$ cat src/brc_pkg.sv
// Package: register map, reset values, timing constants and state types of the BCD calendar clock
package brc_pkg;
   // Register indices
   localparam logic [2:0] ADDR_SEC  = 3'h0;
   localparam logic [2:0] ADDR_MIN  = 3'h1;
   localparam logic [2:0] ADDR_HOUR = 3'h2;
   localparam logic [2:0] ADDR_WDAY = 3'h3;
   localparam logic [2:0] ADDR_DATE = 3'h4;
   localparam logic [2:0] ADDR_MON  = 3'h5;
   localparam logic [2:0] ADDR_YEAR = 3'h6;
   localparam logic [2:0] ADDR_CTRL = 3'h7;
   // Field positions
   localparam int BIT_OSC_STOP = 7;
   localparam int BIT_OSC_FAIL = 7;
   localparam int BIT_CENT_EN  = 7;
   localparam int BIT_CENT     = 6;
   localparam int BIT_OUT_LVL  = 7;
   localparam int BIT_FREQ_EN  = 6;
   localparam int BIT_PWR_FAIL = 0;
   // Values after reset, index 7 first
   localparam logic [7:0][7:0] RST_REGS = {8'h81, 8'h00, 8'h01, 8'h01, 8'h01, 8'h00, 8'h80, 8'h00};
   // Bits software may write, index 7 first; clear bits keep their value on a write, save the fail and power fail flags
   localparam logic [7:0][7:0] WR_MASK  = {8'hC0, 8'hFF, 8'h1F, 8'h3F, 8'h07, 8'hFF, 8'h7F, 8'hFF};
   // BCD counter limits
   localparam logic [6:0] SEC_LAST  = 7'h59;
   localparam logic [5:0] HOUR_LAST = 6'h23;
   localparam logic [2:0] WDAY_LAST = 3'h7;
   localparam logic [4:0] MON_LAST  = 5'h12;
   localparam logic [7:0] YEAR_LAST = 8'h99;
   // Serial slave identifier; value is arbitrary
   localparam logic [6:0] DEV_ID = 7'h2A;
   // Bit counter positions of the acknowledge slot
   localparam logic [3:0] BIT_ACK     = 4'h8;
   localparam logic [3:0] BIT_ACK_END = 4'h9;
   // Timebase and oscillator watchdog
   localparam int          CLK_PERIOD_NS   = 20;
   localparam int          XTAL_HZ         = 32768;
   localparam int          OSC_TIMEOUT_NS  = 100000;
   localparam int          OSC_TIMEOUT_CYC = OSC_TIMEOUT_NS / CLK_PERIOD_NS;
   localparam logic [14:0] DIV_LAST        = 15'h7FFF;
   localparam int          DIV_TAP_512     = 5;
   // Serial transfer phase
   typedef enum logic [2:0] {sIdle, sAddr, sReg, sWrite, sRead} brc_bus_t;
   // Pins that are synchronised together
   typedef struct packed {
      logic scl;
      logic sda;
      logic xtl;
   } brc_pins_t;
   // Level of the synchronised pins while the bus and timebase idle
   localparam brc_pins_t PINS_IDLE = '{scl: 1'b1, sda: 1'b1, xtl: 1'b0};
   // Whole state of the clock
   typedef struct packed {
      logic [7:0][7:0] regs;
      logic [7:0][7:0] shadow;
      logic [2:0]      ptr;
      brc_bus_t        bus;
      logic [3:0]      bitCnt;
      logic [7:0]      shifter;
      logic [7:0]      txByte;
      logic            rwBit;
      logic            masterNack;
      brc_pins_t       s1;
      brc_pins_t       s2;
      brc_pins_t       d;
      logic [15:0]     oscCnt;
      logic [14:0]     div;
      logic            sdaOe;
      logic            dualOe;
      logic            odLevel;
   } brc_state_t;
endpackage : brc_pkg

$ cat src/brc_rtc.sv
// BCD calendar clock with serial register slave and open-drain output pin
//
// Overview of operation
// - Timebase is 32.768 kHz crystal pin input
// - Control register bits choose output pin function
// - Output pin is open drain, released after reset
// - Count only while oscillator runs validly
// - Time registers hold tens and units BCD
// - Seconds, minutes count 0 to 59, carry on wrap
// - Hours count 0 to 23, wrap advances day
// - Weekday counts one to seven, back to one
// - Date to month length, month 1-12, year 0-99
// - Every year divisible by four is leap
// - Oscillator stop bit freezes counting, resets zero
// - Fail flag set without oscillation, write clears
// - Century bit toggles at year wrap if enabled
// - Address increments per byte, wraps 7 to 0
// - Read start copies registers into holding buffer
// - Pointer ends one past last register accessed
// - Master may read any register, then sequentially
// - Reset loads documented register defaults
// - Device is slave, all bits on master clock
// - Frequency enable drives 512 Hz, resets zero
// - Output level bit sets static pin, resets one
// - Power fail flag cleared by first time write
// - Read continues while master acknowledges each byte
`timescale 1ns/1ps
`default_nettype none
module brc_rtc #(
   parameter int OSC_TIMEOUT = brc_pkg::OSC_TIMEOUT_CYC  // Idle cycles before oscillator fails
) (
   // Clock and reset
   input  wire logic clk,
   input  wire logic rst_b,
   // Timebase pin
   input  wire logic crystalIn,
   // Serial bus pins
   input  wire logic sclIn,
   input  wire logic sdaIn,
   output logic      sdaOut,
   output logic      sdaOe,
   // Dual-purpose output pin
   output logic      dualOut,
   output logic      dualOe
);
   import brc_pkg::*;

   brc_state_t st_r;    // Registered state
   brc_state_t st_nxt;  // Next state
   logic       wrEn;    // Register write this cycle
   logic       tick;    // One-second tick this cycle
   logic       oscRun;  // Oscillator running and not stopped
   logic       sclRise; // Serial clock rising
   logic       sclFall; // Serial clock falling
   logic       startC;  // Start condition seen
   logic       stopC;   // Stop condition seen
   logic       xtlRise; // Crystal rising edge
   logic [7:0] wData;   // Byte written by master
   logic       sec59;   // Seconds at last value
   logic       min59;   // Minutes at last value
   logic       hr23;    // Hours at last value
   logic       dayLast; // Date at month end

   // Increment of a two-digit BCD value
   function automatic logic [7:0] bcdInc(input logic [7:0] v);
      bcdInc = (v[3:0] == 4'h9) ? {4'(v[7:4] + 4'h1), 4'h0} : {v[7:4], 4'(v[3:0] + 4'h1)};
   endfunction : bcdInc

   // Days in the month; no century exception, so year 00 is always leap
   function automatic logic [5:0] monthLen(input logic [4:0] mon, input logic [7:0] yr);
      logic leap;
      leap = yr[4] ? (yr[3:0] == 4'h2 || yr[3:0] == 4'h6)
                   : (yr[3:0] == 4'h0 || yr[3:0] == 4'h4 || yr[3:0] == 4'h8);
      if (mon == 5'h02) begin
         monthLen = leap ? 6'h29 : 6'h28;
      end else if (mon == 5'h04 || mon == 5'h06 || mon == 5'h09 || mon == 5'h11) begin
         monthLen = 6'h30;
      end else begin
         monthLen = 6'h31;
      end
   endfunction : monthLen

   // Edge and condition detection on synchronised pins only
   assign sclRise = st_r.s2.scl && !st_r.d.scl;
   assign sclFall = !st_r.s2.scl && st_r.d.scl;
   assign startC  = st_r.s2.scl && st_r.d.scl && st_r.d.sda && !st_r.s2.sda;
   assign stopC   = st_r.s2.scl && st_r.d.scl && !st_r.d.sda && st_r.s2.sda;
   assign xtlRise = st_r.s2.xtl && !st_r.d.xtl;
   assign oscRun  = (st_r.oscCnt < 16'(OSC_TIMEOUT)) &&
                    !st_r.regs[ADDR_SEC][BIT_OSC_STOP];
   assign wData   = st_r.shifter;
   assign sec59   = st_r.regs[ADDR_SEC][6:0] == SEC_LAST;
   assign min59   = st_r.regs[ADDR_MIN][6:0] == SEC_LAST;
   assign hr23    = st_r.regs[ADDR_HOUR][5:0] == HOUR_LAST;
   assign dayLast = st_r.regs[ADDR_DATE][5:0] ==
                    monthLen(st_r.regs[ADDR_MON][4:0], st_r.regs[ADDR_YEAR]);

   // All next-state logic
   always_comb begin
      st_nxt = st_r;
      wrEn   = 1'b0;
      tick   = 1'b0;
      // Three stages: first two synchronise, third gives edges
      st_nxt.s1 = {sclIn, sdaIn, crystalIn};
      st_nxt.s2 = st_r.s1;
      st_nxt.d  = st_r.s2;
      // Watchdog on crystal activity, saturating
      if (st_r.s2.xtl != st_r.d.xtl) begin
         st_nxt.oscCnt = 16'h0000;
      end else if (st_r.oscCnt < 16'(OSC_TIMEOUT)) begin
         st_nxt.oscCnt = st_r.oscCnt + 16'h0001;
      end
      // Divider chain: wrap gives the second, bit five gives 512 Hz
      if (oscRun && xtlRise) begin
         st_nxt.div = st_r.div + 15'h0001;
         tick       = st_r.div == DIV_LAST;
      end
      // Serial slave; start and stop override any bit in flight
      if (startC) begin
         st_nxt.bus    = sAddr;
         st_nxt.bitCnt = 4'h0;
         st_nxt.sdaOe  = 1'b0;
      end else if (stopC) begin
         st_nxt.bus   = sIdle;
         st_nxt.sdaOe = 1'b0;
      end else if (st_r.bus != sIdle) begin
         if (sclRise) begin
            // Sample data bits and the master acknowledge on rising clock
            if (st_r.bitCnt < BIT_ACK) begin
               st_nxt.shifter = {st_r.shifter[6:0], st_r.s2.sda};
            end
            if (st_r.bitCnt == BIT_ACK && st_r.bus == sRead) begin
               st_nxt.masterNack = st_r.s2.sda;
               st_nxt.ptr        = st_r.ptr + 3'h1;
            end
            st_nxt.bitCnt = st_r.bitCnt + 4'h1;
         end else if (sclFall) begin
            if (st_r.bitCnt == BIT_ACK) begin
               // Byte complete: act on it and drive the acknowledge
               unique case (st_r.bus)
                  sAddr: begin
                     if (wData[7:1] == DEV_ID) begin
                        st_nxt.sdaOe = 1'b1;
                        st_nxt.rwBit = wData[0];
                        if (wData[0]) begin
                           st_nxt.shadow = st_r.regs;
                        end
                     end else begin
                        st_nxt.bus = sIdle;                                       // Not ours
                     end
                  end
                  sReg: begin
                     st_nxt.ptr   = wData[2:0];
                     st_nxt.sdaOe = 1'b1;
                  end
                  sWrite: begin
                     wrEn = 1'b1;
                     st_nxt.regs[st_r.ptr] = (wData & WR_MASK[st_r.ptr]) |
                                             (st_r.regs[st_r.ptr] & ~WR_MASK[st_r.ptr]);
                     if (st_r.ptr == ADDR_MIN) begin
                        // Fail flag only clears while the oscillator runs
                        st_nxt.regs[ADDR_MIN][BIT_OSC_FAIL] =
                           st_r.regs[ADDR_MIN][BIT_OSC_FAIL] &
                           (wData[BIT_OSC_FAIL] | !oscRun);
                     end
                     if (st_r.ptr != ADDR_CTRL) begin
                        st_nxt.regs[ADDR_CTRL][BIT_PWR_FAIL] = 1'b0;
                     end
                     st_nxt.ptr   = st_r.ptr + 3'h1;
                     st_nxt.sdaOe = 1'b1;
                  end
                  sRead: begin
                     st_nxt.sdaOe = 1'b0;                                         // Master acks
                  end
                  sIdle: begin
                  end
               endcase
            end else if (st_r.bitCnt == BIT_ACK_END) begin
               // Acknowledge slot over: release or start the next byte
               st_nxt.bitCnt = 4'h0;
               st_nxt.sdaOe  = 1'b0;
               unique case (st_r.bus)
                  sAddr: begin
                     st_nxt.bus = st_r.rwBit ? sRead : sReg;
                     if (st_r.rwBit) begin
                        st_nxt.txByte = st_r.shadow[st_r.ptr];
                        st_nxt.sdaOe  = !st_r.shadow[st_r.ptr][7];
                     end
                  end
                  sReg: begin
                     st_nxt.bus = sWrite;
                  end
                  sWrite: begin
                  end
                  sRead: begin
                     if (st_r.masterNack) begin
                        st_nxt.bus = sIdle;
                     end else begin
                        st_nxt.txByte = st_r.shadow[st_r.ptr];
                        st_nxt.sdaOe  = !st_r.shadow[st_r.ptr][7];
                     end
                  end
                  sIdle: begin
                  end
               endcase
            end else if (st_r.bus == sRead) begin
               // Shift out the next data bit, MSB first
               st_nxt.txByte = {st_r.txByte[6:0], 1'b0};
               st_nxt.sdaOe  = !st_r.txByte[6];
            end
         end
      end
      // Calendar advance; a register write in the same cycle wins
      if (tick && !wrEn) begin
         st_nxt.regs[ADDR_SEC][6:0] = sec59 ? 7'h00 :
                                      7'(bcdInc({1'b0, st_r.regs[ADDR_SEC][6:0]}));
         if (sec59) begin
            st_nxt.regs[ADDR_MIN][6:0] = min59 ? 7'h00 :
                                         7'(bcdInc({1'b0, st_r.regs[ADDR_MIN][6:0]}));
            if (min59) begin
               st_nxt.regs[ADDR_HOUR][5:0] = hr23 ? 6'h00 :
                                             6'(bcdInc({2'b00, st_r.regs[ADDR_HOUR][5:0]}));
               if (hr23) begin
                  st_nxt.regs[ADDR_WDAY][2:0] = (st_r.regs[ADDR_WDAY][2:0] == WDAY_LAST) ?
                                                3'h1 : st_r.regs[ADDR_WDAY][2:0] + 3'h1;
                  st_nxt.regs[ADDR_DATE][5:0] = dayLast ? 6'h01 :
                                                6'(bcdInc({2'b00, st_r.regs[ADDR_DATE][5:0]}));
                  if (dayLast) begin
                     st_nxt.regs[ADDR_MON][4:0] = (st_r.regs[ADDR_MON][4:0] == MON_LAST) ?
                        5'h01 : 5'(bcdInc({3'b000, st_r.regs[ADDR_MON][4:0]}));
                     if (st_r.regs[ADDR_MON][4:0] == MON_LAST) begin
                        st_nxt.regs[ADDR_YEAR] = (st_r.regs[ADDR_YEAR] == YEAR_LAST) ?
                                                 8'h00 : bcdInc(st_r.regs[ADDR_YEAR]);
                        if (st_r.regs[ADDR_YEAR] == YEAR_LAST &&
                            st_r.regs[ADDR_HOUR][BIT_CENT_EN]) begin
                           st_nxt.regs[ADDR_HOUR][BIT_CENT] =
                              !st_r.regs[ADDR_HOUR][BIT_CENT];
                        end
                     end
                  end
               end
            end
         end
      end
      // Missing oscillation sets the fail flag; set wins over a clearing write
      if (!oscRun) begin
         st_nxt.regs[ADDR_MIN][BIT_OSC_FAIL] = 1'b1;
      end
      // Pin mux: 512 Hz square wave or static level, low only by pulling
      st_nxt.dualOe = st_r.regs[ADDR_CTRL][BIT_FREQ_EN] ? !st_r.div[DIV_TAP_512]
                      : !st_r.regs[ADDR_CTRL][BIT_OUT_LVL];
      st_nxt.odLevel = 1'b0;
      // Synchronous reset; watchdog starts expired so counting waits for the crystal
      if (!rst_b) begin
         st_nxt        = '0;
         st_nxt.regs   = RST_REGS;
         st_nxt.oscCnt = 16'(OSC_TIMEOUT);
         // Bus pins idle high; starting the chain there avoids a false clock edge
         st_nxt.s1     = PINS_IDLE;
         st_nxt.s2     = PINS_IDLE;
         st_nxt.d      = PINS_IDLE;
      end
   end

   // State register
   always_ff @(posedge clk) begin
      st_r <= st_nxt;
   end

   // Pins come straight from state flops
   assign sdaOut  = st_r.odLevel;
   assign sdaOe   = st_r.sdaOe;
   assign dualOut = st_r.odLevel;
   assign dualOe  = st_r.dualOe;
endmodule : brc_rtc
`default_nettype wire

$ cat config.mk
export PLATFORM = sky130hd
export DESIGN_NAME = brc_rtc
export DESIGN_NICKNAME = d
export VERILOG_FILES = /design/src/brc_pkg.sv /design/src/brc_rtc.sv
export SDC_FILE = /design/constraint.sdc
export NUM_CORES = 1
export LEC_CHECK = 0
export ABC_AREA = 1
export BUFFER_PORTS_ARGS = -buffer_cell sky130_fd_sc_hd__buf_4
export CAP_MARGIN = 10
export CORE_MARGIN = 2
export CORE_UTILIZATION = 45
export DETAILED_ROUTE_END_ITERATION = 7
export PLACE_DENSITY = 0.69
export SYNTH_ARGS = -nofsm -noshare
export SYNTH_HDL_FRONTEND = slang
export SYNTH_SLANG_ARGS = --single-unit
$ cat constraint.sdc
create_clock -name clk -period 2.5 [get_ports clk]
set_input_delay 0.25 -clock clk [delete_from_list [all_inputs] [get_ports clk]]
set_output_delay 0.25 -clock clk [all_outputs]
set_load 0.05 [all_outputs]
* Yosys cells after proc, flatten, opt, wreduce, memory -nomap -nowiden
Memories as Yosys holds them, arrays and structs flattened. A register that Yosys moved wholly into a read port is not among the register bits.
Cells that the tools add are included.
** Word-level totals
- Input bits :: 5
- Memory bits (read-only) :: 64
- Bits in registers :: 199
- Word-level logic and storage cells :: 334
- Output and inout port bits :: 4
- Memories :: 1
** Memory list
- (no name shown) :: words 8, width 8, read ports 1, clocked after Yosys merged registers in 1, wr ports 0, line brc_rtc.sv:159 : (st_r.regs[st_r.ptr] & ~WR_MASK[st_r.ptr]);
** Cells by class
- Muxes and demuxes :: 124
- Equal/unequal tests :: 58
- $add $sub $neg :: 17
- Bitwise logic cells :: 11
- Reduce and logical (&&, ||, !) cells :: 68
- $lt $le $gt $ge :: 4
** Operator list (count)
- two-way mux 123 bit :: 3
- two-way mux 64 bit :: 3
- two-way mux 8 bit :: 19
- two-way mux 148 bit :: 1
- two-way mux 130 bit :: 1
- two-way mux 120 bit :: 1
- two-way mux 7 bit :: 17
- bitwise mux 64 bit :: 1
- two-way mux 56 bit :: 1
- binary-select mux 8 bit (select 3 bit) :: 2
- two-way mux 6 bit :: 8
- two-way mux 3 bit :: 15
- two-way mux 5 bit :: 9
- equality test 4 bit, second input constant :: 9
- adder 4 x 1 -> 4 bit, second input constant :: 8
- AND reduction 8 bit :: 4
- two-way mux 1 bit :: 30
- two-way mux 13 bit :: 2
- demux 8 bit (select 3 bit) :: 1
- two-way mux 22 bit :: 1
- AND reduction 7 bit :: 3
- two-way mux 9 bit :: 2
- nonzero test 2 bit :: 9
- adder 16 x 1 -> 16 bit, second input constant :: 1
- 65 further kinds :: 131

* Longest topological paths before layout
- Depth in word-level cells :: 22
- Depth in mapped cells :: 16
- Mapped depth without buffers :: 15

* Worst setup path before layout
Ideal clock, no wire load.
- Path kind :: register to register
- From :: reg st_r[3] in the netlist's numbering
- To :: reg st_r[190] in the netlist's numbering
- Slack :: 0.599 ns
- Library setup time :: 0.117 ns
- Arrival time :: 1.784 ns
- Cell stages (with the launch flop) :: 13
- Cells stage by stage :: dfxtp_1 -> ha_1 -> nand2_1 -> nor2_2 -> nand3_2 -> nor2_2 -> nand4_2 -> nor2_4 -> nand3_4 -> nor2_2 -> nand2_1 -> o21ai_1 -> a21oi_1
** On the way
- Word-level cells in the longest chain between the ends :: 4
** Ends and longest elaborated chain
- start, declared :: line brc_rtc.sv:48 : brc_state_t st_r;
- start signal, assigned :: line brc_rtc.sv:267 : st_r <= st_nxt;
- equality test 15 bit (*) :: line brc_rtc.sv:116 : tick = st_r.div == DIV_LAST;
- two-way mux 1 bit (*) :: line brc_rtc.sv:114 : if (oscRun && xtlRise) begin
- logical AND 1 bit (*) :: line brc_rtc.sv:214 : if (tick && !wrEn) begin
- inequality test 8 x 6 -> 1 bit (no line) or two-way mux 8 bit (tied branches)
Mark *: on every way between the ends. The rest lies on a longest branch, timed or not.
A chain may end at the register's enable or synchronous reset.

* Worst setup path in the final report
- From :: reg st_r[69] in the netlist's numbering
- To :: reg st_r[49] in the netlist's numbering
** On the way
- Word-level cells in the longest chain between the ends :: 5
** Ends and longest elaborated chain
- binary-select mux 8 bit (select 3 bit) (*) :: line brc_rtc.sv:186, brc_rtc.sv:199
- two-way mux 8 bit (not written as such) (*) :: line brc_rtc.sv:186, brc_rtc.sv:199
- two-way mux 8 bit (on tied branches) :: line brc_rtc.sv:196, brc_rtc.sv:185
- case mux 8 bit (2 select lines) (*) :: line brc_rtc.sv:182 : unique case (st_r.bus)
- two-way mux 8 bit (*) :: line brc_rtc.sv:178 : end else if (st_r.bitCnt == BIT_ACK_END) begin
Mark *: on every way between the ends. The rest lies on a longest branch, timed or not. The select of a mux whose other input is x is not followed.

==> results <==
- Clock tree synthesis inserted a total of 23 buffers.
- The worst register-to-register path has a setup slack of 0.19 ns.
- The detailed-placement wirelength estimate is 24500 microns.
- The wire length of the first global-routing pass is 51800 microns.
- The overall fraction of global-route tracks in use is 27.1%.
- Sequential cells were found to cover 38.9% of the synthesized design area.
- For this run, design rule violations remaining after detail routing come to 0.
- In the final layout, flip-flops and latches occupy 0.00404 sq mm.
- The most area-hungry cell type in the Yosys netlist is sky130_fd_sc_hd__dfxtp_1.
- The pin count of the biggest net entering global routing is 60.
- The number of rows in the core area is 55.
- The final-report hold violation count came to 0.
- The final design utilization is 52.7%.
- The number of iterations in the first detailed-routing pass is 6.
- The antenna diode count is 0.
- The TritonCTS clock tree is built.
- In the finished design, the share of the clock period the worst path needs comes to 92.3%.
- Based on the critical path, the design can be clocked at up to 433 MHz.
- The run finished with clean final reports.
- The initial utilization of the core area, before any placement, comes to 45.9%.
- At the later pin of the worst-skew pair, clock insertion delay measures 0.52 ns.
- The setup TNS is 0 ns.
- The number of I/O port buffers is 6.
- The per-cell routed wire length is 18.2 microns.
- The H-tree depth is 1.
- The number of clock sinks is 202.
- After layout, the minimum clock period comes to 2.31 ns.
- The detail route stage leaves a number of antenna-violating nets equal to 0.
- The routed via count divided by cell count is 5.67.
- No sink is reached through more buffers than the 3 on the longest clock path.
- The clock skew after layout is 0.0105 ns.
- Measured against its own limit, the worst slew margin works out to 61.2%.
- Among all flip-flop cells after synthesis, the most frequent one is sky130_fd_sc_hd__dfxtp_1.
- The signal on the critical path passes through nor2_1 -> nand2_1 -> clkinv_1 -> a221oi_1 -> nand4_1 -> o211ai_1 -> a21oi_1.
- The number of cells traversed by the worst register-to-register path is 7.
- The number of global-route vias before repair came to 9424.
- The reg-to-reg startpoint is st_r[69].
- Max-cap violations in this run came to 0.
- The cell area that synthesis handed to floorplanning was 0.0104 sq mm.
- The total global routing overflow is 0.
- Of the post-synthesis cell area, the dominant cell type holds 38.9%.
- In this run the count of I/O pins placed on the die edge is 9.
- The cell at the root of the clock tree is sky130_fd_sc_hd__clkbuf_16.
- VDD sags by at most 0.000492 V.
- Counting flops with an async set or reset pin after synthesis yields a share of 0%.
- At the pin with the least slew margin, the transition time is 0.578 ns.
- The floorplan step defined a die boundary enclosing 0.0243 sq mm.
- At the worst endpoint, the required time is 2.90 ns.
- The gate count of the mapped netlist is 1459.
- The setup path with the least slack is of type flop to flop.
- The worst setup path is launched from a flop.
- The fraction of final layout cells sized beyond drive strength 1 is 11.9%.
- The areal power density over the cells is 579 mW/mm^2.
- The congestion estimate from routability-driven global placement came to 0.982.
- The synthesized design contains 202 register bits.
- The synthesized area per cell is 7.13 sq um.
- The largest fanout of any net on the critical path is 8.
- The number of distinct standard cells referenced by the synthesized netlist is 53.
- The number of flops mapped to enable cells by yosys is 0.
- Leaving out fill and tap cells, the most frequent cells in the layout are sky130_fd_sc_hd__nand2_1, sky130_fd_sc_hd__dfxtp_1, sky130_fd_sc_hd__o21ai_0.
- Setup repair after global routing left no endpoint under its margin.
- After the first detailed-routing iteration, the DRC count stood at 1033.
- The synthesis warning total is 0.
- The die is 156 microns wide.
- The layout has 2139 filler cells.
- The final count of negative-setup-slack endpoints is 0.
- The sum of buffers and inverters on the critical path is 1.
- The path category of the worst min-delay check is input pin to flop.
- The leakage power figure is 4.82 nW.
- The commonest non-fill, non-tap cell in the layout is sky130_fd_sc_hd__nand2_1.
- After clock tree synthesis, the clock-pin slew on the worst setup and hold paths is 0.06 ns.
- The beginning of the worst hold path is rst_b.
- The max-slew violation total from the final report was 0.
- The worst register-to-register path ends at st_r[49].
- Yosys attributes the largest share of cell area to sky130_fd_sc_hd__dfxtp_1, sky130_fd_sc_hd__o21ai_0, sky130_fd_sc_hd__nand2_1.
- In the final layout, the multi-input gates occupy 0.00548 sq mm.
- The final route contains 10270 vias.
- The data arrival time of the critical path is 2.70 ns.
- The number of stages on the worst hold path is 2.
- The overall routed net length is 33000 microns.
- The final net count is 1539.
- The die is 156 microns tall.
- The endpoint type of the worst setup path is a flop.
- The master of the slowest instance on the critical path is sky130_fd_sc_hd__dfxtp_1.
- The area overhead of the layout relative to synthesis is 14.7%.
- The number of antenna violations at the first check in global routing came to 0.
- The core box area is 0.0226 sq mm.
- On the critical path the largest part of the delay comes from compound AO/OA/AOI/OAI gates.
- The path with the worst hold slack has its endpoint at st_r[175].
- In this design, the stage delay of the slowest critical-path cell is 0.52 ns.
-- Yosys cell counts (5+ instances only) --
library cell / n
sky130_fd_sc_hd__o21ai_0: 178
sky130_fd_sc_hd__a211oi_1: 14
sky130_fd_sc_hd__nand3_1: 70
sky130_fd_sc_hd__buf_4: 7
sky130_fd_sc_hd__o211ai_1: 13
sky130_fd_sc_hd__nor2_2: 11
sky130_fd_sc_hd__a31oi_1: 6
sky130_fd_sc_hd__buf_2: 14
sky130_fd_sc_hd__clkbuf_1: 28
sky130_fd_sc_hd__nand2_1: 237
sky130_fd_sc_hd__o22ai_1: 22
sky130_fd_sc_hd__or2_2: 7
sky130_fd_sc_hd__o21ai_1: 6
sky130_fd_sc_hd__a221oi_1: 13
sky130_fd_sc_hd__dfxtp_1: 202
sky130_fd_sc_hd__nand4_1: 22
sky130_fd_sc_hd__a21oi_1: 138
sky130_fd_sc_hd__a22oi_1: 5
sky130_fd_sc_hd__inv_2: 14
sky130_fd_sc_hd__inv_1: 162
sky130_fd_sc_hd__clkinv_1: 5
sky130_fd_sc_hd__nor2_1: 154
sky130_fd_sc_hd__ha_1: 24
sky130_fd_sc_hd__nand3_2: 8
sky130_fd_sc_hd__xor2_1: 13
sky130_fd_sc_hd__nor3_1: 24
sky130_fd_sc_hd__nor2_4: 9
-- logic make-up (layout without fill, tap and decap cells) --
kind of cell	count (synthesis)	after routing	share of synthesized area, %
AO/OA/AOI/OAI	417	417	22.4
XOR/XNOR	16	16	1.35
adder cells (fa/ha/maj)	24	24	2.89
buffers and inverters	230	297	8.72
flip-flops	202	202	38.9
other	1	2	0.0361
AND/OR/NAND/NOR	569	569	25.7
-- layer usage --
layer	routed length, microns	track usage, %
met4	1820	14.3
met3	2900	6.56
met5	0	0
met1	14300	35.8
met2	14000	40.8
-- sequential cells by signal (all words and copies together) (netlist names), named ones only --
register / count
sdaOe: 1
dualOe: 1
st_r: 187
wData: 8
-- layout make-up --
cell class	count	share of cell area, %
Clock inverter	7	0.745
Multi-Input combinational cell	1028	45.9
Timing Repair Buffer	74	5.04
Sequential cell	202	33.9
Tap cell	285	2.99
Clock buffer	35	5.71
Inverter	181	5.70
-- where the power goes --
group | internal [mW] | switching [mW]
clock network | 2.08 | 1.37
registers | 3.24 | 0.0151
logic | 0.0594 | 0.140
-- metrics by stage --
stage,power [mW],setup slack (ns),instance area (sq um),hold WS (ns),instances
2_1_floorplan,3.46,0.599,10400,0.348,1460
3_3_place_gp,3.51,0.126,11100,0.396,1766
3_5_place_dp,3.52,0.105,11100,0.400,1766
4_1_cts,6.96,0.0773,11900,0.0682,1811
5_1_grt,7.13,0.00230,11900,0.0922,1812
6_report,6.91,0.192,11900,0.0829,1812
-- worst register-to-register path, cell delays in order (launching register included) --
cell,delay [ns]
sky130_fd_sc_hd__dfxtp_1,0.52
sky130_fd_sc_hd__nor2_1,0.11
sky130_fd_sc_hd__nand2_1,0.23
sky130_fd_sc_hd__clkinv_1,0.28
sky130_fd_sc_hd__a221oi_1,0.50
sky130_fd_sc_hd__nand4_1,0.30
sky130_fd_sc_hd__o211ai_1,0.16
sky130_fd_sc_hd__a21oi_1,0.09
-- worst max-delay path by stage --
| stage | startpoint | endpoint | slack, ns | cells after the start |
|---|---|---|---|---|
| 2_1_floorplan | st_r[3] | st_r[190] | 0.60 | 12 |
| 3_3_place_gp | st_r[36] | st_r[140] | 0.13 | 13 |
| 3_5_place_dp | st_r[36] | st_r[140] | 0.11 | 13 |
| 4_1_cts | st_r[36] | st_r[140] | 0.08 | 13 |
| 5_1_grt | st_r[36] | st_r[167] | 0.002 | 11 |
| 6_report | st_r[69] | st_r[49] | 0.19 | 7 |
-- repair_timing --
item | CTS | global route
buffers inserted | 0 | 1
hold endpoints to repair | 3 | 0
gates resized for setup | 0 | 8
endpoints found under the setup margin | 0 | 16
hold buffers | 3 | 0
Note: power is estimated with default switching activity, not from simulation.
